===== src/design/spbr_regs.svh =====
// Purpose: register map, field layout, reset values and timing counts
// Assumes: 16-bit register data, 4-bit word address
// Notes: definitions only
`ifndef SPBR_REGS_SVH
`define SPBR_REGS_SVH

// register addresses
`define SPBR_A_CFG 4'h0
`define SPBR_A_BAUD 4'h1
`define SPBR_A_BRKTO 4'h2
`define SPBR_A_TXD 4'h3
`define SPBR_A_RXD 4'h4
`define SPBR_A_STAT 4'h5

// reset values
`define SPBR_RST_CFG 5'h00
`define SPBR_RST_BAUD 16'h01D8
`define SPBR_RST_BRKTO 16'h0064

// status bit positions
`define SPBR_ST_TXBUSY 0
`define SPBR_ST_RXVAL 1
`define SPBR_ST_PERR 2
`define SPBR_ST_FERR 3
`define SPBR_ST_OVR 4
`define SPBR_ST_BRK 5

// parity modes
`define SPBR_PAR_NONE 2'h0
`define SPBR_PAR_ODD 2'h1
`define SPBR_PAR_EVEN 2'h2

// oversampling: mid-bit tick, last tick, last data bit
`define SPBR_OVS_MID 4'h7
`define SPBR_OVS_LAST 4'hF
`define SPBR_BIT_LAST 3'h7

// baud accumulator modulus: 16x tick = setting * 16 / 4.096 ms
`define SPBR_ACC_MOD 17'h03200

// timing: clock period and break timeout unit
`define SPBR_CLK_NS 20
`define SPBR_BRK_UNIT_US 1000
`define SPBR_BRK_UNIT_CYC (`SPBR_BRK_UNIT_US * 1000 / `SPBR_CLK_NS)

`endif


===== src/design/spbr_pkg.sv =====
// Purpose: shared types of the serial port
// Assumes: constants come from spbr_regs.svh
// Notes: no import, use spbr_pkg::name
package spbr_pkg;

   // configuration word, low bits of the config register
   typedef struct packed {
      logic brk;        // hold transmit line low when idle
      logic stop2;      // two stop bits
      logic [1:0] par;  // parity mode
      logic flow;       // request/clear-to-send handshake
   } spbr_cfg_t;

   // frame state, shared by transmitter and receiver
   typedef enum logic [2:0] {
      SPBR_IDLE = 3'h0,
      SPBR_START = 3'h1,
      SPBR_DATA = 3'h2,
      SPBR_PAR = 3'h3,
      SPBR_STOP = 3'h4,
      SPBR_STOP2 = 3'h5
   } spbr_state_t;

   // receive error flags of one character
   typedef struct packed {
      logic perr;
      logic ferr;
   } spbr_rxerr_t;

endpackage : spbr_pkg


===== src/design/spbr_baud.sv =====
// Purpose: fractional 16x oversampling tick from the baud rate setting
// Assumes: 50 MHz clock
// Notes: tick rate is setting * 3906.25 per second, exact for settings up to the modulus
`timescale 1ns/10ps
`include "spbr_regs.svh"
module spbr_baud (
   // clock and reset
   input wire logic ref_clk_in,
   input wire logic nrst_in,
   // rate
   input wire logic [15:0] setting_in,
   output logic tick_out
);

   logic [16:0] acc_q;
   logic [16:0] acc_d;
   logic [16:0] sum;
   logic wrap;

   // phase accumulator, wraps at the modulus
   // programmable rate range
   assign sum = acc_q + {1'b0, setting_in};
   assign wrap = (sum >= `SPBR_ACC_MOD);
   assign acc_d = wrap ? (sum - `SPBR_ACC_MOD) : sum;

   // accumulator and tick flops
   // standard settings give rates
   always_ff @(posedge ref_clk_in) begin
      if (!nrst_in) begin
         acc_q <= 17'h00000;
         tick_out <= 1'b0;
      end else begin
         acc_q <= acc_d;
         tick_out <= wrap;
      end
   end
endmodule : spbr_baud


===== src/design/spbr_top.sv =====
// Contract
// - one receive line in, one transmit out
// - optional active-low rts/cts handshake
// - 8 data bits, parity, 1 or 2 stops
// - baud 1200 to 1.5M, tight error
// - break is receive line held low, timed
// - break beyond timeout resets the module
// - transmitter can send break, line low
// - standard settings map to standard rates
// - any in-range setting is selectable
//
// Purpose: serial port with break detection and break-driven self reset
// Assumes: serial inputs synchronous to ref_clk_in, 50 MHz
// Notes: reads return data one cycle after the read strobe
//
// The implementer's own choices: strobed register access and the register addresses.
`timescale 1ns/10ps
`include "spbr_regs.svh"
module spbr_top #(
   parameter int BRK_UNIT_CYC = `SPBR_BRK_UNIT_CYC
) (
   // clock and reset
   input wire logic ref_clk_in,
   input wire logic nrst_in,
   // register port
   input wire logic [3:0] addr_in,
   input wire logic [15:0] wdata_in,
   input wire logic wr_in,
   input wire logic rd_in,
   output logic [15:0] rdata_out,
   // serial lines
   input wire logic rx_in,
   output logic tx_out,
   input wire logic cts_n_in,
   output logic rts_n_out,
   // system
   output logic reset_req_out
);

   // parity bit for a byte under a mode
   function automatic logic par_bit(input logic [7:0] d,
                                    input logic [1:0] mode);
      par_bit = (^d) ^ (mode == `SPBR_PAR_ODD);
   endfunction : par_bit

   spbr_pkg::spbr_cfg_t cfg_q;
   logic [15:0] baud_q;
   logic [15:0] brkto_q;
   logic tick;
   logic srst;
   logic brk_fire;

   // break timer state, survives the self reset
   logic [31:0] unit_cnt_q;
   logic [15:0] brk_units_q;
   logic fired_q;

   // transmitter state
   spbr_pkg::spbr_state_t tx_st_q;
   logic [7:0] tx_sh_q;
   logic [3:0] tx_ovs_q;
   logic [2:0] tx_bit_q;
   logic tx_pend_q;
   logic [7:0] tx_buf_q;

   // receiver state
   spbr_pkg::spbr_state_t rx_st_q;
   logic [7:0] rx_sh_q;
   logic [3:0] rx_ovs_q;
   logic [2:0] rx_bit_q;
   logic [7:0] rx_data_q;
   logic rx_val_q;
   spbr_pkg::spbr_rxerr_t rx_err_q;
   logic ovr_q;
   logic brk_seen_q;

   // bus decode
   logic wr_cfg, wr_baud, wr_brkto, wr_txd, wr_stat, rd_rxd;
   assign wr_cfg = wr_in && (addr_in == `SPBR_A_CFG);
   assign wr_baud = wr_in && (addr_in == `SPBR_A_BAUD);
   assign wr_brkto = wr_in && (addr_in == `SPBR_A_BRKTO);
   assign wr_txd = wr_in && (addr_in == `SPBR_A_TXD);
   assign wr_stat = wr_in && (addr_in == `SPBR_A_STAT);
   assign rd_rxd = rd_in && (addr_in == `SPBR_A_RXD);

   // internal reset: pin reset or break timeout
   assign srst = !nrst_in || fired_q && reset_req_out;

   spbr_baud u_baud (
      .ref_clk_in(ref_clk_in),
      .nrst_in(!srst),
      .setting_in(baud_q),
      .tick_out(tick)
   );

   // configuration registers
   always_ff @(posedge ref_clk_in) begin
      if (srst) begin
         cfg_q <= `SPBR_RST_CFG;
         baud_q <= `SPBR_RST_BAUD;
         brkto_q <= `SPBR_RST_BRKTO;
      end else begin
         if (wr_cfg) cfg_q <= wdata_in[4:0];
         if (wr_baud) baud_q <= wdata_in;
         if (wr_brkto) brkto_q <= wdata_in;
      end
   end

   // status word and read mux
   logic [15:0] stat_w;
   logic [15:0] rd_mux;
   assign stat_w = {10'h000, brk_seen_q, ovr_q, rx_err_q.ferr,
                    rx_err_q.perr, rx_val_q, tx_pend_q || tx_st_q != 
                    spbr_pkg::SPBR_IDLE};
   always_comb begin
      case (addr_in)
         `SPBR_A_CFG: rd_mux = {11'h000, cfg_q};
         `SPBR_A_BAUD: rd_mux = baud_q;
         `SPBR_A_BRKTO: rd_mux = brkto_q;
         `SPBR_A_RXD: rd_mux = {8'h00, rx_data_q};
         `SPBR_A_STAT: rd_mux = stat_w;
         default: rd_mux = 16'h0000;
      endcase
   end

   // read data register, valid the cycle after the strobe
   always_ff @(posedge ref_clk_in) begin
      if (srst) rdata_out <= 16'h0000;
      else if (rd_in) rdata_out <= rd_mux;
   end

   // break timer: counts low time in units, fires once per break
   // measure low duration
   assign brk_fire = !rx_in && !fired_q && (brk_units_q > brkto_q);
   always_ff @(posedge ref_clk_in) begin
      if (!nrst_in || rx_in) begin
         unit_cnt_q <= 32'h00000000;
         brk_units_q <= 16'h0000;
         fired_q <= 1'b0;
         reset_req_out <= 1'b0;
      end else begin
         reset_req_out <= brk_fire;
         if (brk_fire) fired_q <= 1'b1;
         if (unit_cnt_q == 32'(BRK_UNIT_CYC - 1)) begin
            unit_cnt_q <= 32'h00000000;
            if (brk_units_q != 16'hFFFF)
               brk_units_q <= brk_units_q + 16'h0001;
         end else begin
            unit_cnt_q <= unit_cnt_q + 32'h00000001;
         end
      end
   end

   // transmit frame sequencer
   logic tx_go;
   assign tx_go = tx_pend_q && (!cfg_q.flow || !cts_n_in);
   always_ff @(posedge ref_clk_in) begin
      if (srst) begin
         tx_st_q <= spbr_pkg::SPBR_IDLE;
         tx_sh_q <= 8'h00;
         tx_ovs_q <= 4'h0;
         tx_bit_q <= 3'h0;
         tx_pend_q <= 1'b0;
         tx_buf_q <= 8'h00;
      end else begin
         if (wr_txd && !tx_pend_q) begin
            tx_buf_q <= wdata_in[7:0];
            tx_pend_q <= 1'b1;
         end
         if (tick) begin
            tx_ovs_q <= tx_ovs_q + 4'h1;
            case (tx_st_q)
               spbr_pkg::SPBR_IDLE: begin
                  tx_ovs_q <= 4'h0;
                  if (tx_go) begin
                     tx_st_q <= spbr_pkg::SPBR_START;
                     tx_sh_q <= tx_buf_q;
                     tx_pend_q <= 1'b0;
                  end
               end
               spbr_pkg::SPBR_START: begin
                  if (tx_ovs_q == `SPBR_OVS_LAST) begin
                     tx_st_q <= spbr_pkg::SPBR_DATA;
                     tx_bit_q <= 3'h0;
                  end
               end
               spbr_pkg::SPBR_DATA: begin
                  if (tx_ovs_q == `SPBR_OVS_LAST) begin
                     tx_bit_q <= tx_bit_q + 3'h1;
                     if (tx_bit_q == `SPBR_BIT_LAST)
                        tx_st_q <= (cfg_q.par == `SPBR_PAR_NONE) ?
                                   spbr_pkg::SPBR_STOP :
                                   spbr_pkg::SPBR_PAR;
                  end
               end
               spbr_pkg::SPBR_PAR: begin
                  if (tx_ovs_q == `SPBR_OVS_LAST)
                     tx_st_q <= spbr_pkg::SPBR_STOP;
               end
               spbr_pkg::SPBR_STOP: begin
                  if (tx_ovs_q == `SPBR_OVS_LAST)
                     tx_st_q <= cfg_q.stop2 ? spbr_pkg::SPBR_STOP2 :
                                spbr_pkg::SPBR_IDLE;
               end
               spbr_pkg::SPBR_STOP2: begin
                  if (tx_ovs_q == `SPBR_OVS_LAST)
                     tx_st_q <= spbr_pkg::SPBR_IDLE;
               end
               default: tx_st_q <= spbr_pkg::SPBR_IDLE;
            endcase
         end
      end
   end

   // transmit line level from state
   // start, lsb first, parity, stop
   logic tx_d;
   assign tx_d = (tx_st_q == spbr_pkg::SPBR_IDLE) ? !cfg_q.brk :
                 (tx_st_q == spbr_pkg::SPBR_START) ? 1'b0 :
                 (tx_st_q == spbr_pkg::SPBR_DATA) ? tx_sh_q[tx_bit_q] :
                 (tx_st_q == spbr_pkg::SPBR_PAR) ?
                 par_bit(tx_sh_q, cfg_q.par) : 1'b1;

   // receive sample points
   logic rx_mid, rx_end, rx_done, rx_perr;
   assign rx_mid = tick && (rx_ovs_q == `SPBR_OVS_MID);
   assign rx_end = tick && (rx_ovs_q == `SPBR_OVS_LAST);
   assign rx_done = rx_end && (rx_st_q == spbr_pkg::SPBR_STOP);
   assign rx_perr = rx_end && (rx_st_q == spbr_pkg::SPBR_PAR) &&
                    (rx_in != par_bit(rx_sh_q, cfg_q.par));

   // receive frame sequencer, samples each bit mid-way
   // data in on receive line
   always_ff @(posedge ref_clk_in) begin
      if (srst) begin
         rx_st_q <= spbr_pkg::SPBR_IDLE;
         rx_sh_q <= 8'h00;
         rx_ovs_q <= 4'h0;
         rx_bit_q <= 3'h0;
      end else if (tick) begin
         rx_ovs_q <= rx_ovs_q + 4'h1;
         case (rx_st_q)
            spbr_pkg::SPBR_IDLE: begin
               rx_ovs_q <= 4'h0;
               if (!rx_in) rx_st_q <= spbr_pkg::SPBR_START;
            end
            spbr_pkg::SPBR_START: begin
               // mid start bit restarts the count, so every later
               // sample lands mid-bit, clear of the edges
               if (rx_mid) begin
                  rx_ovs_q <= 4'h0;
                  rx_st_q <= rx_in ? spbr_pkg::SPBR_IDLE :
                             spbr_pkg::SPBR_DATA;
                  rx_bit_q <= 3'h0;
               end
            end
            spbr_pkg::SPBR_DATA: begin
               if (rx_end) begin
                  rx_sh_q <= {rx_in, rx_sh_q[7:1]};
                  rx_bit_q <= rx_bit_q + 3'h1;
                  if (rx_bit_q == `SPBR_BIT_LAST)
                     rx_st_q <= (cfg_q.par == `SPBR_PAR_NONE) ?
                                spbr_pkg::SPBR_STOP :
                                spbr_pkg::SPBR_PAR;
               end
            end
            spbr_pkg::SPBR_PAR: begin
               if (rx_end) rx_st_q <= spbr_pkg::SPBR_STOP;
            end
            spbr_pkg::SPBR_STOP: begin
               if (rx_end) rx_st_q <= spbr_pkg::SPBR_IDLE;
            end
            default: rx_st_q <= spbr_pkg::SPBR_IDLE;
         endcase
      end
   end

   // receive holding register and sticky flags, set wins over clear
   // parity and stop checks
   always_ff @(posedge ref_clk_in) begin
      if (srst) begin
         rx_data_q <= 8'h00;
         rx_val_q <= 1'b0;
         rx_err_q <= 2'h0;
         ovr_q <= 1'b0;
         brk_seen_q <= 1'b0;
      end else begin
         if (rd_rxd) rx_val_q <= 1'b0;
         if (wr_stat && wdata_in[`SPBR_ST_PERR]) rx_err_q.perr <= 1'b0;
         if (wr_stat && wdata_in[`SPBR_ST_FERR]) rx_err_q.ferr <= 1'b0;
         if (wr_stat && wdata_in[`SPBR_ST_OVR]) ovr_q <= 1'b0;
         if (wr_stat && wdata_in[`SPBR_ST_BRK]) brk_seen_q <= 1'b0;
         if (rx_perr) rx_err_q.perr <= 1'b1;
         if (rx_done) begin
            rx_data_q <= rx_sh_q;
            rx_val_q <= 1'b1;
            if (rx_val_q && !rd_rxd) ovr_q <= 1'b1;
            if (!rx_in) rx_err_q.ferr <= 1'b1;
            if (!rx_in && rx_sh_q == 8'h00) brk_seen_q <= 1'b1;
         end
      end
   end

   // serial output flops
   // request-to-send low when room
   always_ff @(posedge ref_clk_in) begin
      if (srst) begin
         tx_out <= 1'b1;
         rts_n_out <= 1'b0;
      end else begin
         tx_out <= tx_d;
         rts_n_out <= cfg_q.flow && rx_val_q;
      end
   end
endmodule : spbr_top


===== config.mk =====
export PLATFORM = sky130hd
export DESIGN_NAME = spbr_top
export DESIGN_NICKNAME = d
export VERILOG_FILES = /design/src/design/spbr_pkg.sv /design/src/design/spbr_baud.sv /design/src/design/spbr_top.sv
export VERILOG_INCLUDE_DIRS = /design/src /design/src/design
export SDC_FILE = /design/constraint.sdc
export NUM_CORES = 1
export LEC_CHECK = 0
export BUFFER_PORTS_ARGS = -buffer_cell sky130_fd_sc_hd__buf_2
export CELL_PAD_IN_SITES_DETAIL_PLACEMENT = 1
export CELL_PAD_IN_SITES_GLOBAL_PLACEMENT = 2
export CORE_MARGIN = 2
export CORE_UTILIZATION = 25
export DETAILED_ROUTE_END_ITERATION = 8
export HOLD_SLACK_MARGIN = 0.15
export MAX_ROUTING_LAYER = met4
export PLACE_DENSITY_LB_ADDON = 0.1
export SLEW_MARGIN = 10
export SYNTH_ARGS = -nofsm -noshare
export SYNTH_HDL_FRONTEND = slang
export SYNTH_SLANG_ARGS = --single-unit

===== constraint.sdc =====
create_clock -name ref_clk_in -period 3.1 [get_ports ref_clk_in]
set_input_delay 0.775 -clock ref_clk_in [delete_from_list [all_inputs] [get_ports ref_clk_in]]
set_output_delay 0.775 -clock ref_clk_in [all_outputs]
set_load 0.02 [all_outputs]

==> After elaboration in Yosys (flattened, before gate mapping) <==
Index checks and enable logic that the tools add are counted.
{ "totals": {"regBits": 181, "input_bits": 26, "out_inout_bits": 19, "elab_cells": 186} }
{ "op_classes": {"addsub": 8, "magnitude_cmp": 3, "eq_ne": 36, "n_mux": 51, "n_bitwise": 2, "n_reduce_logical": 55} }
{ "ops": {"columns": ["operator", "n"], "rows": [
  ["$pmux 16 s5", 1],
  ["$mux 3", 18],
  ["$add 32x1->32 const B", 1],
  ["$eq 32x16->1 const B", 1],
  ["$ne 2x2->1 const B", 13],
  ["$logic_and 1x1->1", 23],
  ["$mux 1", 22],
  ["$pmux 3 s6", 1],
  ["$add 17x16->17", 1],
  ["$ge 17x14->1 const B", 1],
  ["$mux 17", 1],
  ["$sub 17x14->17 const B", 1],
  ["$add 16x1->16 const B", 1],
  ["$gt 16x16->1", 1],
  ["$ne 16x16->1 const B", 1],
  ["$reduce_xor 8->1", 2],
  ["$eq 3x3->1 const B", 5],
  ["$pmux 3 s5", 1],
  ["$eq 3x2->1 const B", 4],
  ["$eq 4x3->1 const B", 3],
  ["$pmux 3 s2", 2],
  ["$add 4x1->4 const B", 2],
  ["$eq 4x2->1 const B", 2],
  ["$eq 4x4->1 const B", 2],
  ["other kinds (25)", 45]
]} }

==> Longest topological paths before layout <==
{ "logic_depth": {"depth_word": 7, "mapped_depth": 11, "ltp_nobuf": 11} }

==> By module <==
From an unflattened synthesis, not the netlist that was laid out.
{ "unflattened": {"cells_unflattened": 1129, "area_unflattened_um2": 9370.2} }
{ "by_module_without_submodules": {"columns": ["module", "n_inst", "cells_per_inst", "area_per_inst_um2"], "rows": [
  ["spbr_top", 1, 932, 7726.2],
  ["spbr_baud", 1, 197, 1644.1]
]} }

==> Worst setup path before layout <==
Ideal clock, no wire load.
{ "synth_timing": {"path_kind": "reg2reg", "from": "register baud_q[0]", "to": "register u_baud.acc_q[12]", "arrival_ps": 2825, "path_slack_ps": 216, "path_stages_with_launch": 12, "path_cell_list": "dfxtp_1 > ha_1 > fa_1 > a211oi_1 > o211ai_2 > a221oi_1 > xor2_1 > ha_1 > nand2_1 > o21a_2 > nor2_2 > o311a_1"} }
{ "synth_via": {"elab_chain_len": 3, "elab_cells_between_ends": 4, "classes_between": "add/sub: 2; order compare: 1; mux: 1"} }
{ "synth_rtl": {"columns": ["item", "line_no", "rtl"], "rows": [
  ["start: declaration", "spbr_top.sv:47", "logic [15:0] baud_q;"],
  ["start signal: assignment", "spbr_top.sv:100", "baud_q <= `SPBR_RST_BAUD;"],
  ["start signal: assignment", "spbr_top.sv:104", "if (wr_baud) baud_q <= wdata_in;"],
  ["$add 17x16->17 *", "spbr_baud.sv:22", "assign sum = acc_q + {1'b0, setting_in};"],
  ["$sub 17x14->17 (no source line) or $ge 17x14->1 (tied branches)", null, null],
  ["$mux 17 *", "spbr_baud.sv:24", "assign acc_d = wrap ? (sum - `SPBR_ACC_MOD) : sum;"],
  ["end signal: assignment", "spbr_baud.sv:30", "acc_q <= 17'h00000;"],
  ["end signal: assignment", "spbr_baud.sv:33", "acc_q <= acc_d;"],
  ["end: declaration", "spbr_baud.sv:15", "logic [16:0] acc_q;"]
]} }
Every way passes the cells marked *; elsewhere a longest branch is shown, timed or not.
A chain may end at the register's enable or synchronous reset.

==> Worst setup path in the final report <==
Ends and elaborated chain as after synthesis.

==> results.ini <==
[synthesis]
avgSynthCellArea_um2=8.22
ys_top_cells_by_area=dfxtp_1 40%, nor2_1 7.0%, ha_1 6.2%
synth_top_area_cell=dfxtp_1
synth_edf_count=0
synth_top_area_share=0.402
synth.cells.most_frequent=181 x dfxtp_1, 168 x nor2_1, 124 x nand2_1
synth-seq-area-share=0.402
synth_most_common_cell=dfxtp_1
ys.flop_type=dfxtp_1
syn_nets=1169
syn_area_mm2=0.00902
synthArstFlopShare=0
synth.distinct_cells=68
ys_ff_latch=181
yosysWarnings=0
syn_inst=1097

[critical_path]
cp_data_arrival_time_ns=3.23
start_kind=flop
crit_type=flop to flop
crit_start=baud_q[0]$_SDFFE_PP0P_
crit_family=compound AO/OA/AOI/OAI gates
crit_path_end_kind=flop
slowest_delay_ns=0.37
worstPathRequired_ns=3.44
path_buf_inv=2
crit_slowest_cell=fa_2
crit_path_cell_trace=ha_1 -> fa_2 -> a211oi_2 -> buf_4 -> o211ai_4 -> a221oi_2 -> xor2_1 -> buf_4 -> o2111a_1 -> o21a_4 -> nor2_4 -> o311a_1
critical_path.most_common_cell=buf_4
cp_max_fo=6
reg2reg_from=baud_q[0]$_SDFFE_PP0P_

[sta]
finalMaxSlewViolations=0
max_freq_ghz=0.346
setup_ws_ns=0.207
finalClockSkew_ns=0.0109
slew_headroom=0.535
worstMarginPinSlew_ns=0.697
setup_viol=0
fin_setup_tns_ns=0
rsz0062_at_grt=false
hold_viol_final=0
period_share=0.933
fin_crit_ns=2.89

[power_and_ir_drop]
power_density_mw_per_mm2=546
power.leakage_uw=0.00403
total_power_uw=5750
vdd_drop_max_mv=0.371

[clock_network]
insertion_delay_ns=0.44
cts_buffers=17
clock_tree.root_cell=clkbuf_16
clk_pin_slew_ns=0.07
cts_tree=done
max-clock-path-buffers=2
htreeDepth=4
cts.sinks=181

[floorplanning]
dieArea_mm2=0.0376
ioPinCount=45
start_util=0.254
core-area_mm2=0.0356
die_h_um=194
dieWidth_um=194
rows=69

[worst_hold_path]
hp-class=flop to flop
worstHoldStart=unit_cnt_q[0]$_SDFF_PP0_

[routing]
drcViolationCount=0
via_per_inst=4.78
drt_iter0_drc=330
met2WireLength_um=12900
wl_met1_um=14300
dr.pass1.iters=4
routedWlPerCell_um=17.3
wl_met3_um=526
vias=7712
ant_nets=0
finalWirelength_um=28000
top_layer=met4

[layout]
fillers=4257
drive_gt1_frac=0.116
antenna_cells=0
syn2layout_area_growth_pct=16.8
nNetsFinal=1213

[run]
cap_viol_max_count=0

[grt]
first_global_vias=7796
antenna_found_initial=0
grt_first_pass_wirelength_um=45200
gr-total-overflow=0
grtUsageTotal=0.157
grt_max_degree=56

[place]
pre_cts_slack_ns=-0.0520
place_hpwl_um=20900
io_buffers=44
gp_congestion=0.768

[outcome]
status=finished, final reports clean

-- where the power goes --
| part | switching, uW | total [uW] | internal, uW |
|---|---|---|---|
| clock | 1020 | 2280 | 1260 |
| combinational | 614 | 1030 | 420 |
| sequential | 47.9 | 2440 | 2390 |
-- worst register-to-register path: cells and delay by family, from the launching register on --
| family | cells | cell delay, ns |
|---|---|---|
| AND/OR/NAND/NOR | 1 | 0.06 |
| AO/OA/AOI/OAI | 6 | 1.31 |
| XOR/XNOR | 1 | 0.22 |
| buffers and inverters | 2 | 0.30 |
| adder cells (fa/ha/maj) | 2 | 0.60 |
| flip-flops | 1 | 0.31 |
-- worst paths after layout --
kind / end / slack [ns] / depth (start not counted)
min reg2reg: unit_cnt_q[0]$_SDFF_PP0_ / 0.47 / 1
min: unit_cnt_q[0]$_SDFF_PP0_ / 0.47 / 1
max: u_baud.acc_q[12]$_SDFF_PP0_ / 0.21 / 12
max reg2reg: u_baud.acc_q[12]$_SDFF_PP0_ / 0.21 / 12
-- routing by layer --
metal,global-route usage,vias up
met1,0.211,3725
li1,-,3913
met2,0.248,61
met3,0.0266,13
met5,-,-
met4,0.0354,0
-- placed cells by master (no fill, tap or decap), types with 5 or more instances in the layout --
| cell | n |
|---|---|
| a21o_1 | 12 |
| nor2_1 | 168 |
| xor2_1 | 36 |
| nor3b_1 | 6 |
| inv_1 | 31 |
| ha_1 | 45 |
| nor3_1 | 19 |
| clkbuf_16 | 17 |
| nor4_1 | 6 |
| or3_1 | 9 |
| a222oi_1 | 5 |
| o21ai_0 | 32 |
| buf_2 | 44 |
| buf_4 | 34 |
| nor2b_1 | 7 |
| and3_1 | 23 |
| o21a_1 | 5 |
| a21oi_1 | 104 |
| nand3_1 | 34 |
| and2_1 | 10 |
| nand4_1 | 21 |
| o211ai_1 | 7 |
| nand2b_1 | 11 |
| xnor2_1 | 29 |
| a22oi_1 | 19 |
| mux2i_1 | 25 |
| nand2_1 | 123 |
| a211oi_1 | 5 |
| dfxtp_1 | 181 |
-- metrics by stage --
stage          cell area (um2)  utilization  cells  hold WS (ns)
2_1_floorplan             9020            -   1097         0.430
3_3_place_gp              9890        0.278   1582         0.450
5_1_grt                  10500        0.296   1615         0.495
3_5_place_dp              9890        0.278   1582         0.462
4_1_cts                  10500        0.295   1615         0.481
6_report                 10500        0.296   1615         0.471
-- cells by family (layout without fill, tap and decap cells) --
kind of cell | count (synthesis) | count (layout) | synth area share
mux | 30 | 30 | 0.0365
buf+inv | 86 | 143 | 0.0363
xor+xnor | 65 | 65 | 0.0631
compound gates | 231 | 231 | 0.164
flops | 181 | 181 | 0.402
simple gates | 458 | 458 | 0.234
fa+ha+maj | 46 | 46 | 0.0646
-- flip-flops by register name, summed over array words and instances, names as in the netlist, 8 cells and up --
| signal | cells |
|---|---|
| baud_q | 16 |
| brk_units_q | 16 |
| rdata_out | 16 |
| tx_buf_q | 8 |
| unit_cnt_q | 32 |
| tx_sh_q | 8 |
| rx_data_q | 8 |
| u_baud.acc_q | 17 |
| rx_sh_q | 8 |
| brkto_q | 16 |
-- area by class of cell --
type,count,area (um2),area share
sequential,181,3620,0.344
timing repair buffer,79,495,0.0470
clock inverter,10,123,0.0116
inverter,32,120,0.0114
clock buffer,22,474,0.0450
multi-input combinational,830,5120,0.486
tap,461,577,0.0548
-- what timing repair did --
item                       CTS  global route
setup buffers                1             0
pin swaps                    1             1
setup endpoints to repair    6             9
gates cloned                 0             0
hold buffers                 0             0
resized for setup            1             7
No activity file was read; power rests on OpenSTA's default activity.
